[config.mk]
export PLATFORM = sky130hd
export DESIGN_NAME = hw_reset_sequencer
export DESIGN_NICKNAME = d
export VERILOG_FILES = /design/src/hdl/rst_seq_pkg.sv /design/src/hdl/pin_sync3.sv /design/src/hdl/hw_reset_sequencer.sv
export SDC_FILE = /design/constraint.sdc
export NUM_CORES = 1
export LEC_CHECK = 0
export ABC_AREA = 1
export ABC_CLOCK_PERIOD_IN_PS = 1860
export CORE_MARGIN = 4
export CORE_UTILIZATION = 60
export DETAILED_ROUTE_END_ITERATION = 6
export DONT_BUFFER_PORTS = 1
export GPL_TIMING_DRIVEN = 0
export PLACE_DENSITY = 0.75
export SETUP_SLACK_MARGIN = 0.4
export SYNTH_ARGS = -nofsm -noshare
export SYNTH_HDL_FRONTEND = slang
export SYNTH_HIERARCHICAL = 1
export SYNTH_SLANG_ARGS = --single-unit
[constraint.sdc]
create_clock -name CLK -period 1.86 [get_ports CLK]
set_input_delay 0.465 -clock CLK [delete_from_list [all_inputs] [get_ports CLK]]
set_output_delay 0.465 -clock CLK [all_outputs]
set_load 0.1 [all_outputs]
[src/hdl/rst_seq_pkg.sv]
// Constants and carrier types for the hardware reset sequencer
package rst_seq_pkg;
  // Clock and half-period arithmetic
  localparam int CLK_HZ = 20_000_000;
  localparam int CLK_PERIOD_NS = 50;
  // Half-clock-period counts of the sequence
  localparam int START_MIN_HCP = 4;
  localparam int START_MAX_HCP = 16;
  localparam int SEQ_LEN_HCP = 1024;
  localparam int END_MIN_HCP = 4;
  localparam int END_MAX_HCP = 6;
  localparam int ALE_DELAY_HCP = 8;
  // Least external reset pulse, checked by the board only
  localparam int ASYNC_LOW_NS = 1500;
  localparam int CNT_W = 11;
  // Chosen delays inside the documented windows
  localparam logic [CNT_W-1:0] START_DLY = 11'h004;
  localparam logic [CNT_W-1:0] SEQ_LEN = 11'h400;
  localparam logic [CNT_W-1:0] END_DLY = 11'h004;
  localparam logic [CNT_W-1:0] ALE_DLY = 11'h008;
  localparam logic [CNT_W-1:0] CNT_ZERO = 11'h000;
  localparam logic [CNT_W-1:0] CNT_STEP = 11'h002;
  // Configuration port field positions
  localparam int CFG_EMU_BIT = 0;
  localparam int CFG_SELECT_BIT_A_BIT = 1;
  localparam int CFG_CLK_LSB = 13;
  localparam int CFG_CLK_MSB = 15;
  localparam int CFG_W = 16;
  localparam int ADDR_W = 24;
  localparam logic [ADDR_W-1:0] START_ADDR = 24'h000000;
  // Latched start-up configuration
  typedef struct packed {
    logic emulation_select_bit;
    logic select_bit_a;
    logic [2:0] clk_cfg;
  } startup_cfg_t;
  localparam startup_cfg_t CFG_RESET = 5'h1F;
  // Sequencer states
  typedef enum logic [5:0] {
    S_RUN = 6'h01,
    S_ENTRY = 6'h02,
    S_SEQ = 6'h04,
    S_WAIT_HIGH = 6'h08,
    S_END_DLY = 6'h10,
    S_ALE_DLY = 6'h20
  } seq_state_t;
endpackage : rst_seq_pkg

[src/hdl/pin_sync3.sv]
// Three-stage pin synchroniser with agreement filter
`timescale 1ns/1ps
`default_nettype none
module pin_sync3 #(
  parameter logic INIT = 1'b1
) (
  input wire logic clk, // System clock
  input wire logic rst_n, // Synchronous reset, active low
  input wire logic pin, // Asynchronous pin level
  output logic level // Filtered level
);
  logic [2:0] sh_r;
  logic [2:0] sh_nxt;
  logic level_r;
  logic level_nxt;

  // Stage one feeds only stage two; stages two and three vote
  always_comb begin
    sh_nxt = {sh_r[1:0], pin};
    level_nxt = (sh_r[1] == sh_r[2]) ? sh_r[2] : level_r;
  end

  always_ff @(posedge clk) begin
    if (!rst_n) begin
      sh_r <= {3{INIT}};
      level_r <= INIT;
    end else begin
      sh_r <= sh_nxt;
      level_r <= level_nxt;
    end
  end

  assign level = level_r;
endmodule : pin_sync3
`default_nettype wire

[src/hdl/hw_reset_sequencer.sv]
// Hardware reset sequencer: reset entry, start-up latch, strobe release
`timescale 1ns/1ps
`default_nettype none

module hw_reset_sequencer
  import rst_seq_pkg::*;
(
  input wire logic CLK, // System clock, 20 MHz
  input wire logic RST_N, // Synchronous reset, active low
  input wire logic RESET_IN_N_I, // Reset pin level in
  output logic RESET_IN_N_O, // Reset pin drive value
  output logic RESET_IN_N_OE, // Reset pin drive enable
  input wire logic [CFG_W-1:0] CONFIG_PORT, // Configuration port pins
  output logic CONFIG_PULLUP_EN, // Pull-ups on configuration port
  input wire logic END_INIT_INSTRUCTION, // Pulse: end-of-init executed
  input wire logic IO_ACTIVATE, // Pulse: software enables I/O
  output logic IO_ENABLE, // General I/O active
  output logic RESET_OUT_N, // Reset output, active low
  output logic INTERNAL_RESET, // Internal reset condition
  output startup_cfg_t STARTUP_CFG, // Latched start-up configuration
  output logic ALE_ENABLE, // Strobe released, high = may toggle
  output logic FETCH_START, // Pulse: begin fetching
  output logic [ADDR_W-1:0] FETCH_ADDR // First fetch address
);
  logic pin_lvl;
  logic pin_prev_r;
  logic pin_prev_nxt;
  seq_state_t state_r;
  seq_state_t state_nxt;
  logic [CNT_W-1:0] cnt_r;
  logic [CNT_W-1:0] cnt_nxt;
  logic drive_r;
  logic drive_nxt;
  logic irst_r;
  logic irst_nxt;
  logic pull_r;
  logic pull_nxt;
  logic rout_n_r;
  logic rout_n_nxt;
  logic ale_r;
  logic ale_nxt;
  logic fetch_r;
  logic fetch_nxt;
  logic io_r;
  logic io_nxt;
  startup_cfg_t cfg_r;
  startup_cfg_t cfg_nxt;
  // Registered copies of the fixed pin value and first fetch address
  logic pin_o_r;
  logic pin_o_nxt;
  logic [ADDR_W-1:0] addr_r;
  logic [ADDR_W-1:0] addr_nxt;
  logic fall;

  // Reset pin is off-domain, so it goes through the voting synchroniser
  pin_sync3 #(
    .INIT(1'b1)
  ) u_rst_pin (
    .clk(CLK),
    .rst_n(RST_N),
    .pin(RESET_IN_N_I),
    .level(pin_lvl)
  );

  // Falling edge on the filtered pin; the rise is used as a level
  assign fall = pin_prev_r & ~pin_lvl;

  // Sequencer: one system clock is two half periods, counter steps by 2
  always_comb begin
    state_nxt = state_r;
    cnt_nxt = cnt_r;
    drive_nxt = drive_r;
    irst_nxt = irst_r;
    pull_nxt = pull_r;
    rout_n_nxt = rout_n_r;
    ale_nxt = ale_r;
    fetch_nxt = 1'b0;
    io_nxt = io_r;
    cfg_nxt = cfg_r;
    pin_prev_nxt = pin_lvl;
    // Open drain: the pin is only ever pulled low
    pin_o_nxt = 1'b0;
    addr_nxt = START_ADDR;
    unique case (state_r)
      S_RUN: begin
        if (fall) begin
          // Default state taken at once on entry
          state_nxt = S_ENTRY;
          cnt_nxt = CNT_STEP;
          irst_nxt = 1'b1;
          pull_nxt = 1'b1;
          rout_n_nxt = 1'b0;
          ale_nxt = 1'b0;
          io_nxt = 1'b0;
        end
      end
      S_ENTRY: begin
        if (cnt_r >= START_DLY) begin
          state_nxt = S_SEQ;
          cnt_nxt = CNT_STEP;
          drive_nxt = 1'b1;
        end else begin
          cnt_nxt = cnt_r + CNT_STEP;
        end
      end
      S_SEQ: begin
        if (cnt_r >= SEQ_LEN) begin
          state_nxt = S_WAIT_HIGH;
          drive_nxt = 1'b0;
        end else begin
          cnt_nxt = cnt_r + CNT_STEP;
        end
      end
      S_WAIT_HIGH: begin
        // Own drive just released; wait for the board to let go
        if (pin_lvl) begin
          state_nxt = S_END_DLY;
          cnt_nxt = CNT_STEP;
        end
      end
      S_END_DLY: begin
        if (!pin_lvl) begin
          state_nxt = S_WAIT_HIGH;
        end else if (cnt_r >= END_DLY) begin
          state_nxt = S_ALE_DLY;
          cnt_nxt = CNT_STEP;
          irst_nxt = 1'b0;
          pull_nxt = 1'b0;
        end else begin
          cnt_nxt = cnt_r + CNT_STEP;
        end
      end
      S_ALE_DLY: begin
        if (cnt_r >= ALE_DLY) begin
          state_nxt = S_RUN;
          cnt_nxt = CNT_ZERO;
          ale_nxt = 1'b1;
          fetch_nxt = 1'b1;
        end else begin
          cnt_nxt = cnt_r + CNT_STEP;
        end
      end
      default: begin
        state_nxt = S_RUN;
      end
    endcase
    // Configuration follows the port for as long as reset is held
    if (irst_r) begin
      cfg_nxt.emulation_select_bit = CONFIG_PORT[CFG_EMU_BIT];
      cfg_nxt.select_bit_a = CONFIG_PORT[CFG_SELECT_BIT_A_BIT];
      cfg_nxt.clk_cfg = CONFIG_PORT[CFG_CLK_MSB:CFG_CLK_LSB];
    end
    // Reset output released only by end-of-init; a new entry wins
    if (!irst_r && state_r == S_RUN && END_INIT_INSTRUCTION && !fall) begin
      rout_n_nxt = 1'b1;
    end
    // No automatic activation of general I/O
    if (!irst_r && IO_ACTIVATE && !(state_r == S_RUN && fall)) begin
      io_nxt = 1'b1;
    end
  end

  // Register stage; power-on state is the default reset state
  always_ff @(posedge CLK) begin
    if (!RST_N) begin
      state_r <= S_SEQ;
      cnt_r <= CNT_STEP;
      drive_r <= 1'b1;
      irst_r <= 1'b1;
      pull_r <= 1'b1;
      rout_n_r <= 1'b0;
      ale_r <= 1'b0;
      fetch_r <= 1'b0;
      io_r <= 1'b0;
      cfg_r <= CFG_RESET;
      pin_prev_r <= 1'b1;
      pin_o_r <= 1'b0;
      addr_r <= START_ADDR;
    end else begin
      state_r <= state_nxt;
      cnt_r <= cnt_nxt;
      drive_r <= drive_nxt;
      irst_r <= irst_nxt;
      pull_r <= pull_nxt;
      rout_n_r <= rout_n_nxt;
      ale_r <= ale_nxt;
      fetch_r <= fetch_nxt;
      io_r <= io_nxt;
      cfg_r <= cfg_nxt;
      pin_prev_r <= pin_prev_nxt;
      pin_o_r <= pin_o_nxt;
      addr_r <= addr_nxt;
    end
  end

  // Outputs straight from flip-flops; open-drain pin drives low only
  assign RESET_IN_N_O = pin_o_r;
  assign RESET_IN_N_OE = drive_r;
  assign CONFIG_PULLUP_EN = pull_r;
  assign IO_ENABLE = io_r;
  assign RESET_OUT_N = rout_n_r;
  assign INTERNAL_RESET = irst_r;
  assign STARTUP_CFG = cfg_r;
  assign ALE_ENABLE = ale_r;
  assign FETCH_START = fetch_r;
  assign FETCH_ADDR = addr_r;
endmodule : hw_reset_sequencer
`default_nettype wire

==> Yosys cells after proc, flatten, opt, wreduce, memory -nomap -nowiden <==
Cells that the tools add are included.
Widths: inputs -> output; s select.
{ "totals": {"reg_bits": 33, "inputBits": 21, "output_inout_bits": 37, "elab_cells": 90} }
{ "op_classes": {"add_sub_neg": 1, "magnitude_cmp": 3, "eq_ne": 16, "muxes": 29, "n_bitwise": 2, "reduce_logical": 25} }
{ "op_table": {"columns": ["cell", "n"], "rows": [
  ["$mux 11", 6],
  ["$pmux 11 s6", 1],
  ["$mux 6", 7],
  ["$pmux 6 s6", 1],
  ["$reduce_bool 2->1", 7],
  ["$ne 2x2->1 const B", 6],
  ["$add 11x2->11 const B", 1],
  ["$ge 11x11->1 const B", 1],
  ["$ge 11x3->1 const B", 1],
  ["$ge 11x4->1 const B", 1],
  ["$mux 1", 11],
  ["$eq 6x1->1 const B", 1],
  ["$eq 6x2->1 const B", 1],
  ["$eq 6x3->1 const B", 1],
  ["$eq 6x4->1 const B", 1],
  ["$eq 6x5->1 const B", 1],
  ["$eq 6x6->1 const B", 1],
  ["$logic_and 1x1->1", 6],
  ["$pmux 1 s2", 3],
  ["$reduce_and 2->1", 3],
  ["$reduce_and 3->1", 2],
  ["$reduce_and 6->1", 1],
  ["$reduce_bool 6->1", 1],
  ["$reduce_and 5->1", 1],
  ["7 further kinds", 10]
]} }

==> Longest topological paths before layout <==
{ "logic_depth": {"ltp_word": 7, "depth_mapped": 10, "depth_no_buf": 10} }

==> By module <==
Netlist, hierarchy kept.
{ "modules_own_cells": {"columns": ["mod", "instances", "cells_per_inst", "area_per_inst_um2"], "rows": [
  ["hw_reset_sequencer", 1, 275, 1769.2],
  ["pin_sync3", 1, 17, 133.9]
]} }

==> Worst setup path after synthesis <==
OpenSTA, ideal clock, no wires.
{ "synth_timing": {"path_type": "flip-flop to output port", "start": "register CONFIG_PULLUP_EN (netlist name)", "end": "output port INTERNAL_RESET", "arrival_time_ps": 1475, "required_ps": 1395, "slack_ps": -80, "stages_incl_launch_ff": 2, "n_path_buf": 1, "cell_sequence": "dfxtp_1 -> buf_4"} }
{ "synth_rtl": {"columns": ["element", "line_no", "text"], "rows": [
  ["end: declaration", "hw_reset_sequencer.sv:19", "output logic INTERNAL_RESET,"]
]} }

==> impl_metrics.yaml <==
timing:
  finalSetupViolations: 0
  max_slew.worst_pin.slew_ns: 0.502
  tns_ns: 0
  fmax_mhz: 619
  hold_violations: 0
  rsz0062_at_grt: "true"
  holdWs_ns: 0.188
  period_needed_ns: 1.62
  slew_headroom_pct: 66.5
  maxSlewViolCount: 0
  skew_ns: 0.00184
  min_period_over_period_pct: 86.9
synthesis:
  ys_warn_count: 6
  ys_dominant_reg_cell: "dfxtp_1"
  synth_edf_count: 0
  yosys-top-cells-area: "dfxtp_1 34%, nand2_1 14%, buf_4 10%"
  yosysSeqAreaShare_pct: 33.7
  avgSynthCellArea_um2: 6.52
  netlist_area_um2: 1900
  synth_top_area_share_pct: 33.7
  synth_cells: 292
  synth_top_cell_by_area: "dfxtp_1"
  yosysMostFrequentCell: "nand2_1"
  yosysUniqueCellTypes: 24
  synthArstFlopShare_pct: 0
  synth_seq_cells: 32
  ys_top_cells_by_count: "73 x nand2_1, 39 x nor2_1, 36 x inv_1, 36 x nand3_1, 32 x dfxtp_1"
floorplanning:
  num_rows: 20
  die-area_um2: 4140
  core-area_um2: 3050
  start_util_pct: 62.3
  die_w_um: 64.3
  io_pins: 58
  die_y_um: 64.3
status:
  outcome: "finished, final reports clean"
cts:
  cts_buffer_depth: 2
  clk_pin_slew_ns: 0.10
  insertion_delay_ns: 0.34
  cts_max_level: 2
  cts_tree: "yes"
  clockRootBuffer: "clkbuf_4"
  cts_made_buffers: 5
  clock_sinks: 32
final_layout:
  antenna_cells: 0
  final_nets: 366
  area_delta_synth_final_pct: 32.9
  drive_above_1_share_pct: 36.3
run:
  cap_viol_max_count: 0
grt:
  grt_max_degree: 11
  grt_pass1_vias: 1774
  grt_overflow: 0
  antenna_found_initial: 0
  grt_use_total_pct: 25.1
  grt_pass1_wl_mm: 7.91
setup_path:
  critPathMaxStageDelay_ns: 0.58
  critPathTopFamily: "flip-flops"
  cp-endpoint: "INTERNAL_RESET"
  critPathKind: "flip-flop to output pin"
  path_buf_inv: 1
  crit_required_ns: 1.39
  reg2regPathDepth: 10
  cp-startpoint: "CONFIG_PULLUP_EN"
  r2r_end: "cnt_r[8]"
  cp_cell_sequence: "buf_12"
  critical_path_depth: 1
  cp-end-kind: "output pin"
  r2r_start: "state_r[5]"
  ff2ff_setup_slack_ns: 0.27
  critPathLaunchType: "flip-flop"
  worst_path_max_delay_cell: "dfxtp_4"
  critPathMaxFanout: 6
  cp.arrival_ns: 1.15
route:
  top_layer_used: "met4"
  drc: 0
  ant_nets: 0
  wl_per_cell_um: 13.7
  drtPass1Iterations: 4
  wl_met1_mm: 2.05
  vias: 1984
  met2_length_mm: 2.68
  via_per_inst: 5.11
  routed_wl_mm: 5.33
  drtIter0Drc: 124
  wl_met3_um: 343
placement:
  dpl.hpwl_mm: 3.06
  portBuffers: 0
  gp_congestion: 0.947
power_and_ir_drop:
  p_per_area_nw_per_um2: 1540
  ir_drop_v: 0.00110
  power.leakage_nw: 1.25
worst_hold_path:
  hold_path_class: "input port to flip-flop"
-- placed cells by master (no fill, tap or decap), types with 2 or more instances in the layout --
master / instances
a21oi_1: 10
a21oi_2: 3
buf_12: 2
buf_4: 38
buf_6: 5
clkbuf_1: 4
clkbuf_4: 5
conb_1: 25
dfxtp_1: 11
dfxtp_2: 9
dfxtp_4: 12
ha_1: 2
inv_1: 35
nand2_1: 58
nand2_2: 15
nand2_4: 4
nand3_1: 29
nand3_2: 6
nand3_4: 2
nand4_1: 6
nor2_1: 28
nor2_2: 10
nor2_4: 8
o21ai_0: 2
o21bai_1: 2
xor2_1: 2
-- cell type report --
type	instances	area (µm²)
Buffer	30	231
Clock buffer	8	58.8
Fill cell	222	523
Inverter	38	155
Multi-Input combinational cell	216	1160
Sequential cell	32	697
Tap cell	44	55.1
Timing Repair Buffer	19	166
Timing Repair inverter	1	8.76
-- what timing repair did --
action,in CTS,in global routing
pin swaps,19,9
setup buffers,13,5
setup endpoints to repair,25,19
hold buffers,0,0
gates resized for setup,63,29
gates cloned,1,1
-- worst min-delay path by stage --
stage	from	end	slack, ns	depth (start not counted)
after floorplan	u_rst_pin/sh_r[0]	u_rst_pin/sh_r[1]	0.38	2
after global placement	u_rst_pin/sh_r[0]	u_rst_pin/sh_r[1]	0.39	2
after detailed placement	u_rst_pin/sh_r[0]	u_rst_pin/sh_r[1]	0.39	2
after CTS	RST_N	u_rst_pin/sh_r[1]	0.19	1
after global routing	RST_N	u_rst_pin/sh_r[1]	0.18	1
final	RST_N	u_rst_pin/sh_r[1]	0.19	1
-- power by group --
group / leakage, nW / internal, mW / switching [mW]
clock: 0.0326 / 0.186 / 0.241
combinational: 0.947 / 0.900 / 1.46
sequential: 0.270 / 0.803 / 0.308
-- flip-flops by register name (all words and copies together), names as in the netlist --
signal / count
IO_ENABLE: 1
FETCH_START: 1
state_r: 6
STARTUP_CFG: 5
pin_prev_r: 1
RESET_OUT_N: 1
RESET_IN_N_OE: 1
u_rst_pin/sh_r: 3
ALE_ENABLE: 1
u_rst_pin/level: 1
cnt_r: 10
CONFIG_PULLUP_EN: 1
-- stage by stage --
| stage | instance area (µm²) | instances | setup slack (ns) | util (%) | power [mW] |
|---|---|---|---|---|---|
| finish | 2530 | 388 | 0.244 | 82.9 | 3.90 |
| global route | 2530 | 388 | 0.189 | 82.9 | 4.12 |
| CTS | 2390 | 382 | 0.247 | 78.4 | 3.48 |
| detailed placement | 2050 | 360 | 0.174 | 67.2 | 2.50 |
| global placement | 2050 | 360 | 0.235 | 67.2 | 2.48 |
| floorplan | 2000 | 316 | 0.466 | - | 2.25 |
-- cell families after synthesis --
logic type | synth area share (%)
adder cells (fa/ha/maj) | 1.31
buffers and inverters | 18.9
XOR/XNOR | 0.921
AND/OR/NAND/NOR | 39.6
AO/OA/AOI/OAI | 5.33
flip-flops | 33.7
other | 0.197
-- routing by layer --
metal	track usage, %	vias up
met2	43.0	95
met3	6.68	28
li1	-	964
met5	0	-
met4	15.8	0
met1	27.0	897
No activity file was read; power rests on OpenSTA's default activity.
